[config.mk]
export PLATFORM = sky130hd
export DESIGN_NAME = tile_debug_watchpoint_regs
export DESIGN_NICKNAME = d
export VERILOG_FILES = /design/src/logic/dbg_watch_pkg.sv /design/src/logic/watch_compare.sv /design/src/logic/tile_debug_watchpoint_regs.sv
export SDC_FILE = /design/constraint.sdc
export NUM_CORES = 1
export LEC_CHECK = 0
export BUFFER_PORTS_ARGS = -buffer_cell sky130_fd_sc_hd__buf_2
export CAP_MARGIN = 40
export CORE_ASPECT_RATIO = 2
export CORE_MARGIN = 2
export CORE_UTILIZATION = 55
export DETAILED_ROUTE_END_ITERATION = 10
export PLACE_DENSITY = 0.73
export SETUP_SLACK_MARGIN = 0.3
export SYNTH_ARGS = -nofsm -noshare
export SYNTH_HDL_FRONTEND = slang
export SYNTH_SLANG_ARGS = --single-unit
[constraint.sdc]
create_clock -name clk -period 5 [get_ports clk]
set_clock_uncertainty 0.15 [all_clocks]
set_input_delay 0 -clock clk [delete_from_list [all_inputs] [get_ports clk]]
set_output_delay 0 -clock clk [all_outputs]
set_load 0.03 [all_outputs]
[src/logic/dbg_watch_pkg.sv]
// Purpose: constants shared by the tile debug and watchpoint register block
// Assumes: register numbers are tile configuration register indexes
// Notes: shared field positions and word and byte reset values are kept here
package dbg_watch_pkg;
  // ==========================================================
  // register numbers
  localparam logic [15:0] REG_RESOURCE_COUNTS = 16'h0001;
  localparam logic [15:0] REG_TIMER_CLOCK_COUNTS = 16'h0002;
  localparam logic [15:0] REG_WRITE_RESTRICT = 16'h0004;
  localparam logic [15:0] REG_IRQ_CAUSE = 16'h0015;
  localparam logic [15:0] REG_CAPTURE_VALUE = 16'h0016;
  localparam logic [15:0] REG_STOP_VECTOR = 16'h0018;
  localparam logic [15:0] REG_FIRST_BOUND_BASE = 16'h0050;
  localparam logic [15:0] REG_SECOND_BOUND_BASE = 16'h0060;
  localparam logic [15:0] REG_WATCH_CONTROL_BASE = 16'h0070;
  localparam logic [15:0] REG_RES_MASK_BASE = 16'h0080;
  // ==========================================================
  // field positions
  localparam int WC_ENABLE_BIT = 0;
  localparam int WC_OUTSIDE_BIT = 1;
  localparam int WC_LOAD_BIT = 2;
  localparam int WC_CORE_LSB = 16;
  localparam int CAUSE_INDEX_LSB = 16;
  localparam int CAUSE_CORE_LSB = 8;
  localparam int DESC_HIGH_LSB = 24;
  localparam int DESC_MID_LSB = 16;
  localparam int DESC_LOW_LSB = 8;
  localparam int DESC2_CLK_LSB = 8;
  // ==========================================================
  // reset values
  localparam logic [31:0] RST_WORD = 32'h0000_0000;
  localparam logic [7:0] RST_BYTE = 8'h00;
  // ==========================================================
  // debug interrupt cause codes
  localparam logic [2:0] CAUSE_NONE = 3'h0;
  localparam logic [2:0] CAUSE_HOST = 3'h1;
  localparam logic [2:0] CAUSE_DEBUG_CALL = 3'h2;
  localparam logic [2:0] CAUSE_INSTR_BREAK = 3'h3;
  localparam logic [2:0] CAUSE_DATA_WATCH = 3'h4;
  localparam logic [2:0] CAUSE_RES_WATCH = 3'h5;
endpackage

[src/logic/watch_compare.sv]
// Purpose: one data watchpoint comparator
// Assumes: access signals are valid in the cycle of the memory stage
// Notes: purely combinational, one instance per watchpoint
`timescale 1ns/1ps
module watch_compare
  import dbg_watch_pkg::*;
#(
  parameter int NUM_CORES = 8
) (
  // configuration
  input wire logic [31:0] first_bound,
  input wire logic [31:0] second_bound,
  input wire logic [31:0] control,
  // access under test
  input wire logic acc_valid,
  input wire logic acc_store,
  input wire logic [$clog2(NUM_CORES)-1:0] acc_core,
  input wire logic [31:0] acc_addr,
  // result
  output logic hit
);
  // ==========================================================
  // elaboration checks
  // the per-core enable field is one byte wide, so more cores cannot be served
  if (NUM_CORES < 2 || NUM_CORES > 8) begin : g_core_chk
    $error("core count must be 2 to 8");
  end

  // ==========================================================
  // compare
  wire logic in_range = (acc_addr >= first_bound) && (acc_addr <= second_bound);
  wire logic range_ok = control[WC_OUTSIDE_BIT] ? !in_range : in_range;
  wire logic kind_ok = acc_store || control[WC_LOAD_BIT];
  wire logic core_ok = control[WC_CORE_LSB + int'(acc_core)];
  assign hit = acc_valid && control[WC_ENABLE_BIT] && kind_ok && core_ok && range_ok;
endmodule // watch_compare

[src/logic/tile_debug_watchpoint_regs.sv]
// Purpose: tile debug registers, data and resource watchpoints, core stop vector
// Assumes: one config access per cycle; answer comes one cycle after the request
// Notes: debug-protected writes need debug mode locally or an unrestricted switch path
`timescale 1ns/1ps
module tile_debug_watchpoint_regs
  import dbg_watch_pkg::*;
#(
  parameter int NUM_CORES = 8,
  parameter int NUM_WATCH = 4,
  parameter logic [7:0] CHANEND_COUNT = 8'h20,
  parameter logic [7:0] LOCK_COUNT = 8'h04,
  parameter logic [7:0] SYNC_COUNT = 8'h07,
  parameter logic [7:0] CLOCK_BLOCK_COUNT = 8'h06,
  parameter logic [7:0] TIMER_COUNT = 8'h0a
) (
  // clock and reset
  input wire logic clk,
  input wire logic srst,
  // configuration access
  input wire logic cfg_valid,
  input wire logic cfg_write,
  input wire logic cfg_remote,
  input wire logic [15:0] cfg_regnum,
  input wire logic [31:0] cfg_wdata,
  output logic cfg_done,
  output logic cfg_ok,
  output logic [31:0] cfg_rdata,
  // memory stage access
  input wire logic mem_valid,
  input wire logic mem_store,
  input wire logic [2:0] mem_core,
  input wire logic [31:0] mem_addr,
  // resource access
  input wire logic res_valid,
  input wire logic [31:0] res_id,
  // other debug sources
  input wire logic host_dbg_req,
  input wire logic debug_call_instruction,
  input wire logic [2:0] call_core,
  input wire logic [NUM_WATCH-1:0] ibreak_hit,
  input wire logic debug_mode,
  // debug outputs
  output logic dbg_irq,
  output logic [NUM_CORES-1:0] core_stop
);
  // ==========================================================
  // elaboration checks
  if (NUM_CORES != 8) begin : g_core_chk
    $error("core count must be 8");
  end
  if (NUM_WATCH != 4) begin : g_watch_chk
    $error("watchpoint count must be 4");
  end

  // ==========================================================
  // state
  logic [31:0] first_q [NUM_WATCH];
  logic [31:0] second_q [NUM_WATCH];
  logic [31:0] wctl_q [NUM_WATCH];
  logic [31:0] rmask_q [NUM_WATCH];
  logic restrict_q;
  logic [31:0] capture_q;
  logic [7:0] stop_q;
  logic [2:0] cause_q;
  logic [1:0] index_q;
  logic [7:0] cause_core_q;
  logic irq_q;
  logic done_q;
  logic ok_q;
  logic [31:0] rdata_q;

  // ==========================================================
  // decode
  wire logic [15:0] bank = {cfg_regnum[15:2], 2'b00};
  wire logic [1:0] slot = cfg_regnum[1:0];
  wire logic hit_first = (bank == REG_FIRST_BOUND_BASE);
  wire logic hit_second = (bank == REG_SECOND_BOUND_BASE);
  wire logic hit_wctl = (bank == REG_WATCH_CONTROL_BASE);
  wire logic hit_rmask = (bank == REG_RES_MASK_BASE);
  wire logic hit_desc1 = (cfg_regnum == REG_RESOURCE_COUNTS);
  wire logic hit_desc2 = (cfg_regnum == REG_TIMER_CLOCK_COUNTS);
  wire logic hit_restrict = (cfg_regnum == REG_WRITE_RESTRICT);
  wire logic hit_cause = (cfg_regnum == REG_IRQ_CAUSE);
  wire logic hit_capture = (cfg_regnum == REG_CAPTURE_VALUE);
  wire logic hit_stop = (cfg_regnum == REG_STOP_VECTOR);
  wire logic hit_prot = hit_first | hit_second | hit_wctl | hit_rmask | hit_cause
                        | hit_capture | hit_stop;
  wire logic hit_any = hit_prot | hit_desc1 | hit_desc2 | hit_restrict;
  // protected writes: local side only in debug mode, switch side only when unrestricted
  wire logic wr_allowed = cfg_remote ? !restrict_q : debug_mode;
  wire logic wr_prot = cfg_valid && cfg_write && hit_prot && wr_allowed;
  // the restrict bit is itself protected
  wire logic wr_restrict = cfg_valid && cfg_write && hit_restrict && wr_allowed;
  wire logic acc_ok = hit_any && (!cfg_write || ((hit_prot || hit_restrict) && wr_allowed));

  // ==========================================================
  // watchpoint compare, all four in parallel
  logic [NUM_WATCH-1:0] data_hit;
  logic [NUM_WATCH-1:0] res_hit;
  for (genvar i = 0; i < NUM_WATCH; i++) begin : g_watch
    watch_compare #(.NUM_CORES(NUM_CORES)) u_cmp (
      .first_bound(first_q[i]),
      .second_bound(second_q[i]),
      .control(wctl_q[i]),
      .acc_valid(mem_valid),
      .acc_store(mem_store),
      .acc_core(mem_core),
      .acc_addr(mem_addr),
      .hit(data_hit[i])
    );
    // a mask of zero never fires; all mask bits must be present in the id
    assign res_hit[i] = res_valid && (rmask_q[i] != RST_WORD)
                        && ((res_id & rmask_q[i]) == rmask_q[i]);
  end

  // lowest index wins
  function automatic logic [1:0] low_index(input logic [3:0] v);
    logic [1:0] r;
    r = 2'd3;
    if (v[2]) r = 2'd2;
    if (v[1]) r = 2'd1;
    if (v[0]) r = 2'd0;
    return r;
  endfunction

  // ==========================================================
  // event priority: data watch, resource watch, breakpoint, call, host
  wire logic ev_data = |data_hit && !debug_mode;
  wire logic ev_res = |res_hit && !debug_mode;
  wire logic ev_ibrk = |ibreak_hit && !debug_mode;
  wire logic ev_call = debug_call_instruction && !debug_mode;
  wire logic ev_host = host_dbg_req && !debug_mode;
  wire logic ev_any = ev_data | ev_res | ev_ibrk | ev_call | ev_host;
  wire logic [2:0] ev_cause = ev_data ? CAUSE_DATA_WATCH :
                              ev_res ? CAUSE_RES_WATCH :
                              ev_ibrk ? CAUSE_INSTR_BREAK :
                              ev_call ? CAUSE_DEBUG_CALL : CAUSE_HOST;
  wire logic [1:0] ev_index = ev_data ? low_index(data_hit) :
                              ev_res ? low_index(res_hit) :
                              ev_ibrk ? low_index(ibreak_hit) : 2'd0;
  wire logic [7:0] ev_core = ev_data ? {5'd0, mem_core} :
                             (ev_call && !ev_res && !ev_ibrk) ? {5'd0, call_core} : RST_BYTE;

  // ==========================================================
  // read mux
  wire logic [31:0] desc1 = ({24'd0, CHANEND_COUNT} << DESC_HIGH_LSB)
                            | ({24'd0, LOCK_COUNT} << DESC_MID_LSB)
                            | ({24'd0, SYNC_COUNT} << DESC_LOW_LSB);
  wire logic [31:0] desc2 = ({24'd0, CLOCK_BLOCK_COUNT} << DESC2_CLK_LSB)
                            | {24'd0, TIMER_COUNT};
  wire logic [31:0] cause_word = ({30'd0, index_q} << CAUSE_INDEX_LSB)
                                 | ({24'd0, cause_core_q} << CAUSE_CORE_LSB)
                                 | {29'd0, cause_q};
  wire logic [31:0] rd_mux = hit_first ? first_q[slot] :
                             hit_second ? second_q[slot] :
                             hit_wctl ? wctl_q[slot] :
                             hit_rmask ? rmask_q[slot] :
                             hit_desc1 ? desc1 :
                             hit_desc2 ? desc2 :
                             hit_restrict ? {31'd0, restrict_q} :
                             hit_cause ? cause_word :
                             hit_capture ? capture_q :
                             hit_stop ? {24'd0, stop_q} : RST_WORD;
  // reserved control bits are not stored
  wire logic [31:0] wctl_wmask = 32'h00ff_0007;

  // ==========================================================
  // watchpoint configuration registers
  always_ff @(posedge clk) begin
    for (int i = 0; i < NUM_WATCH; i++) begin
      if (srst) begin
        first_q[i] <= RST_WORD;
        second_q[i] <= RST_WORD;
        wctl_q[i] <= RST_WORD;
        rmask_q[i] <= RST_WORD;
      end else if (wr_prot && (int'(slot) == i)) begin
        if (hit_first) first_q[i] <= cfg_wdata;
        if (hit_second) second_q[i] <= cfg_wdata;
        if (hit_wctl) wctl_q[i] <= cfg_wdata & wctl_wmask;
        if (hit_rmask) rmask_q[i] <= cfg_wdata;
      end
    end
  end

  // ==========================================================
  // debug state; a hardware event wins over a write in the same cycle
  always_ff @(posedge clk) begin
    if (srst) begin
      restrict_q <= 1'b0;
      capture_q <= RST_WORD;
      stop_q <= RST_BYTE;
      cause_q <= CAUSE_NONE;
      index_q <= 2'd0;
      cause_core_q <= RST_BYTE;
      irq_q <= 1'b0;
    end else begin
      irq_q <= ev_any;
      if (wr_restrict) restrict_q <= cfg_wdata[0];
      if (wr_prot && hit_stop) stop_q <= cfg_wdata[7:0];
      if (ev_data) begin
        capture_q <= mem_addr;
      end else if (ev_res) begin
        capture_q <= res_id;
      end else if (wr_prot && hit_capture) begin
        capture_q <= cfg_wdata;
      end
      if (ev_any) begin
        cause_q <= ev_cause;
        index_q <= ev_index;
        cause_core_q <= ev_core;
      end else if (wr_prot && hit_cause) begin
        cause_q <= cfg_wdata[2:0];
        index_q <= cfg_wdata[CAUSE_INDEX_LSB +: 2];
        cause_core_q <= cfg_wdata[CAUSE_CORE_LSB +: 8];
      end
    end
  end

  // ==========================================================
  // configuration answer, one cycle after the request
  always_ff @(posedge clk) begin
    if (srst) begin
      done_q <= 1'b0;
      ok_q <= 1'b0;
      rdata_q <= RST_WORD;
    end else begin
      done_q <= cfg_valid;
      ok_q <= cfg_valid && acc_ok;
      if (cfg_valid) rdata_q <= (cfg_write || !hit_any) ? RST_WORD : rd_mux;
    end
  end

  assign cfg_done = done_q;
  assign cfg_ok = ok_q;
  assign cfg_rdata = rdata_q;
  assign dbg_irq = irq_q;
  // stop applies only outside debug mode
  assign core_stop = debug_mode ? '0 : stop_q;
endmodule // tile_debug_watchpoint_regs

After elaboration in Yosys (flattened, before gate mapping)
Memories as Yosys holds them, arrays and structs flattened.
Index checks and enable logic that the tools add are counted.
{ "word_totals": {"reg_bits": 89, "ram_bits": 428, "input_bits": 133, "output_inout_bits": 43, "word_cells": 279, "n_memories": 4} }
{ "op_classes": {"addsub": 1, "order_cmp": 9, "eq_ne": 17, "n_mux": 126, "bitwise_logic": 35, "n_reduce_logical": 77} }
{ "memory_table": {"columns": ["name", "words", "width", "rd", "rd_ports_with_merged_regs", "wr", "line_no", "source"], "rows": [
  ["first_q", 4, 32, 5, 0, 4, "tile_debug_watchpoint_regs.sv:57", "logic [31:0] first_q [NUM_WATCH];"],
  ["rmask_q", 4, 32, 5, 0, 4, "tile_debug_watchpoint_regs.sv:60", "logic [31:0] rmask_q [NUM_WATCH];"],
  ["second_q", 4, 32, 5, 0, 4, "tile_debug_watchpoint_regs.sv:58", "logic [31:0] second_q [NUM_WATCH];"],
  ["wctl_q", 4, 11, 5, 0, 4, "tile_debug_watchpoint_regs.sv:59", "logic [31:0] wctl_q [NUM_WATCH];"]
]} }
{ "ops": {"columns": ["op", "n"], "rows": [
  ["$mux 32", 25],
  ["$and 32x32->32", 4],
  ["$eq 32x32->1", 4],
  ["$ge 32x32->1", 4],
  ["$le 32x32->1", 4],
  ["$reduce_bool 32->1", 4],
  ["$mux 1", 70],
  ["$logic_and 1x1->1", 50],
  ["$eq 16x5->1 const B", 3],
  ["$mux 11", 4],
  ["$eq 14x5->1 const B", 3],
  ["$lt 32x7->1 const B", 1],
  ["$mux 8", 4],
  ["$or 1x1->1", 29],
  ["$mux 2", 13],
  ["$bmux 1 s5", 4],
  ["$mux 3", 6],
  ["$or 18x16->18", 1],
  ["$or 18x3->18", 1],
  ["$eq 16x1->1 const B", 1],
  ["$eq 16x2->1 const B", 1],
  ["$eq 16x3->1 const B", 1],
  ["$eq 14x6->1 const B", 1],
  ["$reduce_or 4->1", 3],
  ["8 further kinds", 24]
]} }

Longest topological paths before layout
{ "logic_depth": {"depth_word": 14, "mapped_depth": 13, "mapped_depth_nobuf": 11} }

By module
A second synthesis with hierarchy kept.
{ "unflattened": {"hier_cells": 2891, "hier_area_um2": 31819.3} }
{ "modules_own_cells": {"columns": ["module", "n_inst", "cells_per_inst", "area_per_inst_um2", "seq_area_each_um2"], "rows": [
  ["tile_debug_watchpoint_regs", 1, 1971, 25027.8, 14634.0],
  ["watch_compare", 4, 230, 1697.9, 0.0]
]} }

Least setup slack after synthesis
No wires, ideal clock.
{ "synth_timing": {"kind": "input port to flip-flop", "start": "in cfg_regnum[13]", "end": "mem first_q[3][0] (enable)", "setup_time_ps": 466, "arrival_ps": 3973, "required_ps": 4384, "path_slack_ps": 412, "stages": 10, "path_buffers": 2, "path_cell_list": "or4_4 nor3_2 and3_1 buf_2 or3_4 nor3_4 nor2_8 nand3_2 buf_2 o21ai_0"} }
{ "synth_lines": {"columns": ["element", "line_no", "source"], "rows": [
  ["start: declaration", "tile_debug_watchpoint_regs.sv:23", "input wire logic [15:0] cfg_regnum,"],
  ["end: declaration", "tile_debug_watchpoint_regs.sv:57", null]
]} }

==> run_results.csv <==
group,metric,value,unit
yosys,synth_seq_cells,517,
route,drt-pass1-iter-count,6,
setup_path,cp.buffers_inverters,2,
timing,slew_headroom,0.358,
timing,finalHoldViolations,0,
layout,fin_util,0.643,
setup_path,cpPeakStageDelay,0.78,ns
floorplan,chipHeight,346,um
pwr,power.density,289,nW/um2
pwr,p_leak,15.4,nW
timing,worst_pin_slew,0.955,ns
yosys,yosysWarnings,0,
timing,period_share,0.949,
route,avgRoutedWirePerCell,34.0,um
place,place_congestion,1.07,
yosys,seq_area_frac_synth,0.456,
timing,setup_viol,0,
min_path,hold_depth,5,
setup_path,start_kind,"flip-flop",
setup_path,required,5.40,ns
setup_path,crit_top_cell,"mux2i_1",
yosys,netlist.area_leader.share,0.401,
yosys,yosys-top-cells-area,"edfxtp_1 (40%), ha_1 (10%), mux4_2 (8.1%)",
layout,finalNetCount,3603,
floorplan,die_area,60400,um2
clocking,clk_path_buf_depth,3,
yosys,yosysMostFrequentCell,"edfxtp_1",
yosys,netlist_instances,2933,
yosys,syn_avg_cell_area,10.9,um2
floorplan,rows,125,
yosys,syn_area,32100,um2
yosys,yosysTopAreaCell,"edfxtp_1",
outcome,status,"finished, final reports clean",
yosys,synth_flop_cell,"edfxtp_1",
place,portBuffers,175,
floorplan,die_w,175,um
route,ant_nets,0,
layout,syn2layout_area_growth,16.0,%
yosys,synth-edff-count,428,
place,hpwlAfterDp,103,mm
timing,setup_tns,0,ns
clocking,h-tree-depth,2,
pwr,peakVddDrop,320,uV
yosys,ys_async_sr_fraction,0,
floorplan,ios,176,
clocking,cts-root-buf,"clkbuf_16",
route,drt_iter0_markers,2863,
route,num_vias,26615,
clocking,clk_latency,0.61,ns
setup_path,cp_slowest_cell,"a2111oi_0",
clocking,clkSlewWorstSetupHoldPaths,0.06,ns
setup_path,path_cells,"ha_1, nand2b_1, a2111oi_0, o41ai_1, a211o_1, a31oi_1, a21oi_1, mux2i_1, buf_4, a31o_2, mux2i_1, dlygate4sd3_1",
timing,timing.hold.ws,0.0313,ns
route,via_per_inst,6.61,
global_route,grt.overflow.total,0,
setup_path,cp.depth,12,
clocking,post-cts-setup-buffers,0,
layout,layout-drive-gt1-share,0.159,
floorplan,core_area,57900,um2
global_route,gr-usage-all-layers,0.454,
clocking,clkSinkCount,517,
setup_path,crit_family,"compound AO/OA/AOI/OAI gates",
yosys,synth_cell_type_count,77,
setup_path,r2r_cells,12,
global_route,grt_first_pass_wirelength,193,mm
min_path,hp-class,"input port to flip-flop",
setup_path,worstPathMaxFanout,4,
yosys,ys_top_cells_by_count,"edfxtp_1 (428), and2_1 (413), inv_1 (286)",
route,wl,137,mm
setup_path,arrival,5.14,ns
timing,min_period,4.75,ns
flow_run,drv_cap,0,
timing,drv_slew,0,
setup_path,path_class,"flip-flop to flip-flop",
timing,fmaxAchievable,211,MHz
timing,rsz0062_at_grt,"no",
clocking,cts_tree,"yes",
route,route.detailed.drc,0,
global_route,grt_pass1_vias,27465,
floorplan,start_util,0.554,
yosys,syn-num-nets,3322,
clocking,numCtsBuffers,50,
setup_path,cp-end-kind,"flip-flop",
global_route,grt_start_max_net_pins,90,
global_route,antenna_found_initial,9,
-- cell families (layout without fill, tap and decap cells) --
logic type,after synthesis,count (layout),synth area share
simple gates,1052,1052,0.189
flops,517,517,0.456
buf+inv,457,779,0.0558
compound gates,456,456,0.0935
fa+ha+maj,256,256,0.0999
mux,195,195,0.106
other cells,0,8,0
-- area by class of cell --
type	instances	area, um2
clock buffers	67	1390
repair buffers	398	2990
flip-flops and latches	517	14600
fillers	4651	20600
inverters	288	1080
diodes	8	20.0
well taps	762	953
multi-input cells	1959	15800
clock inverters	26	335
-- placed cells by master, fill, tap and decap left out, drive strengths merged, types with 41 or more instances in the layout --
master       count
nand4           59
edfxtp         428
and2           414
nor2            74
dfxtp           89
ha             256
nand3           52
a21oi          153
o21ai           72
clkbuf          67
buf            271
dlygate4sd3    125
mux2i           77
a22oi           41
nand2          193
nor4            64
inv            287
o211ai          65
mux4           115
nor2b          117
-- per-layer routing --
| layer | vias up | part of all wire | GRT usage |
|---|---|---|---|
| li1 | 11262 | - | - |
| met1 | 12848 | 0.29 | 0.433 |
| met2 | 1717 | 0.48 | 0.756 |
| met3 | 784 | 0.075 | 0.0901 |
| met4 | 4 | 0.15 | 0.523 |
| met5 | - | 0.00016 | 0 |
-- per-stage QoR --
stage | instances | total power, mW | setup WS, ns | instance area, um2
floorplan | 2933 | 5.82 | 0.412 | 32100
global placement | 3787 | 6.51 | 0.650 | 34100
detailed placement | 3797 | 6.57 | 0.395 | 34200
CTS | 4015 | 10.7 | 0.365 | 37200
global route | 4020 | 11.0 | 0.351 | 37200
finish | 4025 | 10.7 | 0.253 | 37200
-- worst reg2reg max path, delay by kind of cell (launching register included) --
| kind | cells | cell delay, ns |
|---|---|---|
| compound gates | 6 | 2.32 |
| mux | 2 | 0.57 |
| buf+inv | 2 | 0.81 |
| simple gates | 1 | 0.18 |
| flops | 1 | 0.40 |
| fa+ha+maj | 1 | 0.29 |
-- report_power, final --
part | switching [mW] | internal (mW)
clock network | 1.75 | 2.36
logic | 1.02 | 0.588
registers | 0.168 | 4.85
-- state kept, by name (all words and copies together), names as in the netlist --
name / count
wctl_q: 44
cause_q: 3
second_q: 128
index_q: 2
cause_core_q: 8
capture_q: 32
stop_q: 8
cfg_ok: 1
dbg_irq: 1
restrict_q: 1
cfg_done: 1
first_q: 128
cfg_rdata: 32
rmask_q: 128
-- what timing repair did --
action	in CTS	in global routing
hold buffers	125	0
setup endpoints to repair	0	1
endpoints found under the hold margin	503	0
resized for setup	0	2
-- path summary, 6_finish.rpt --
kind	start	end	slack (ns)
setup reg to reg	first_q[0][0]	index_q[0]	0.25
setup / recovery	first_q[0][0]	index_q[0]	0.25
hold reg to reg	cause_q[0]	cause_q[0]	0.34
hold / removal	res_id[15]	capture_q[15]	0.03
(Power assumes the default switching activity.)
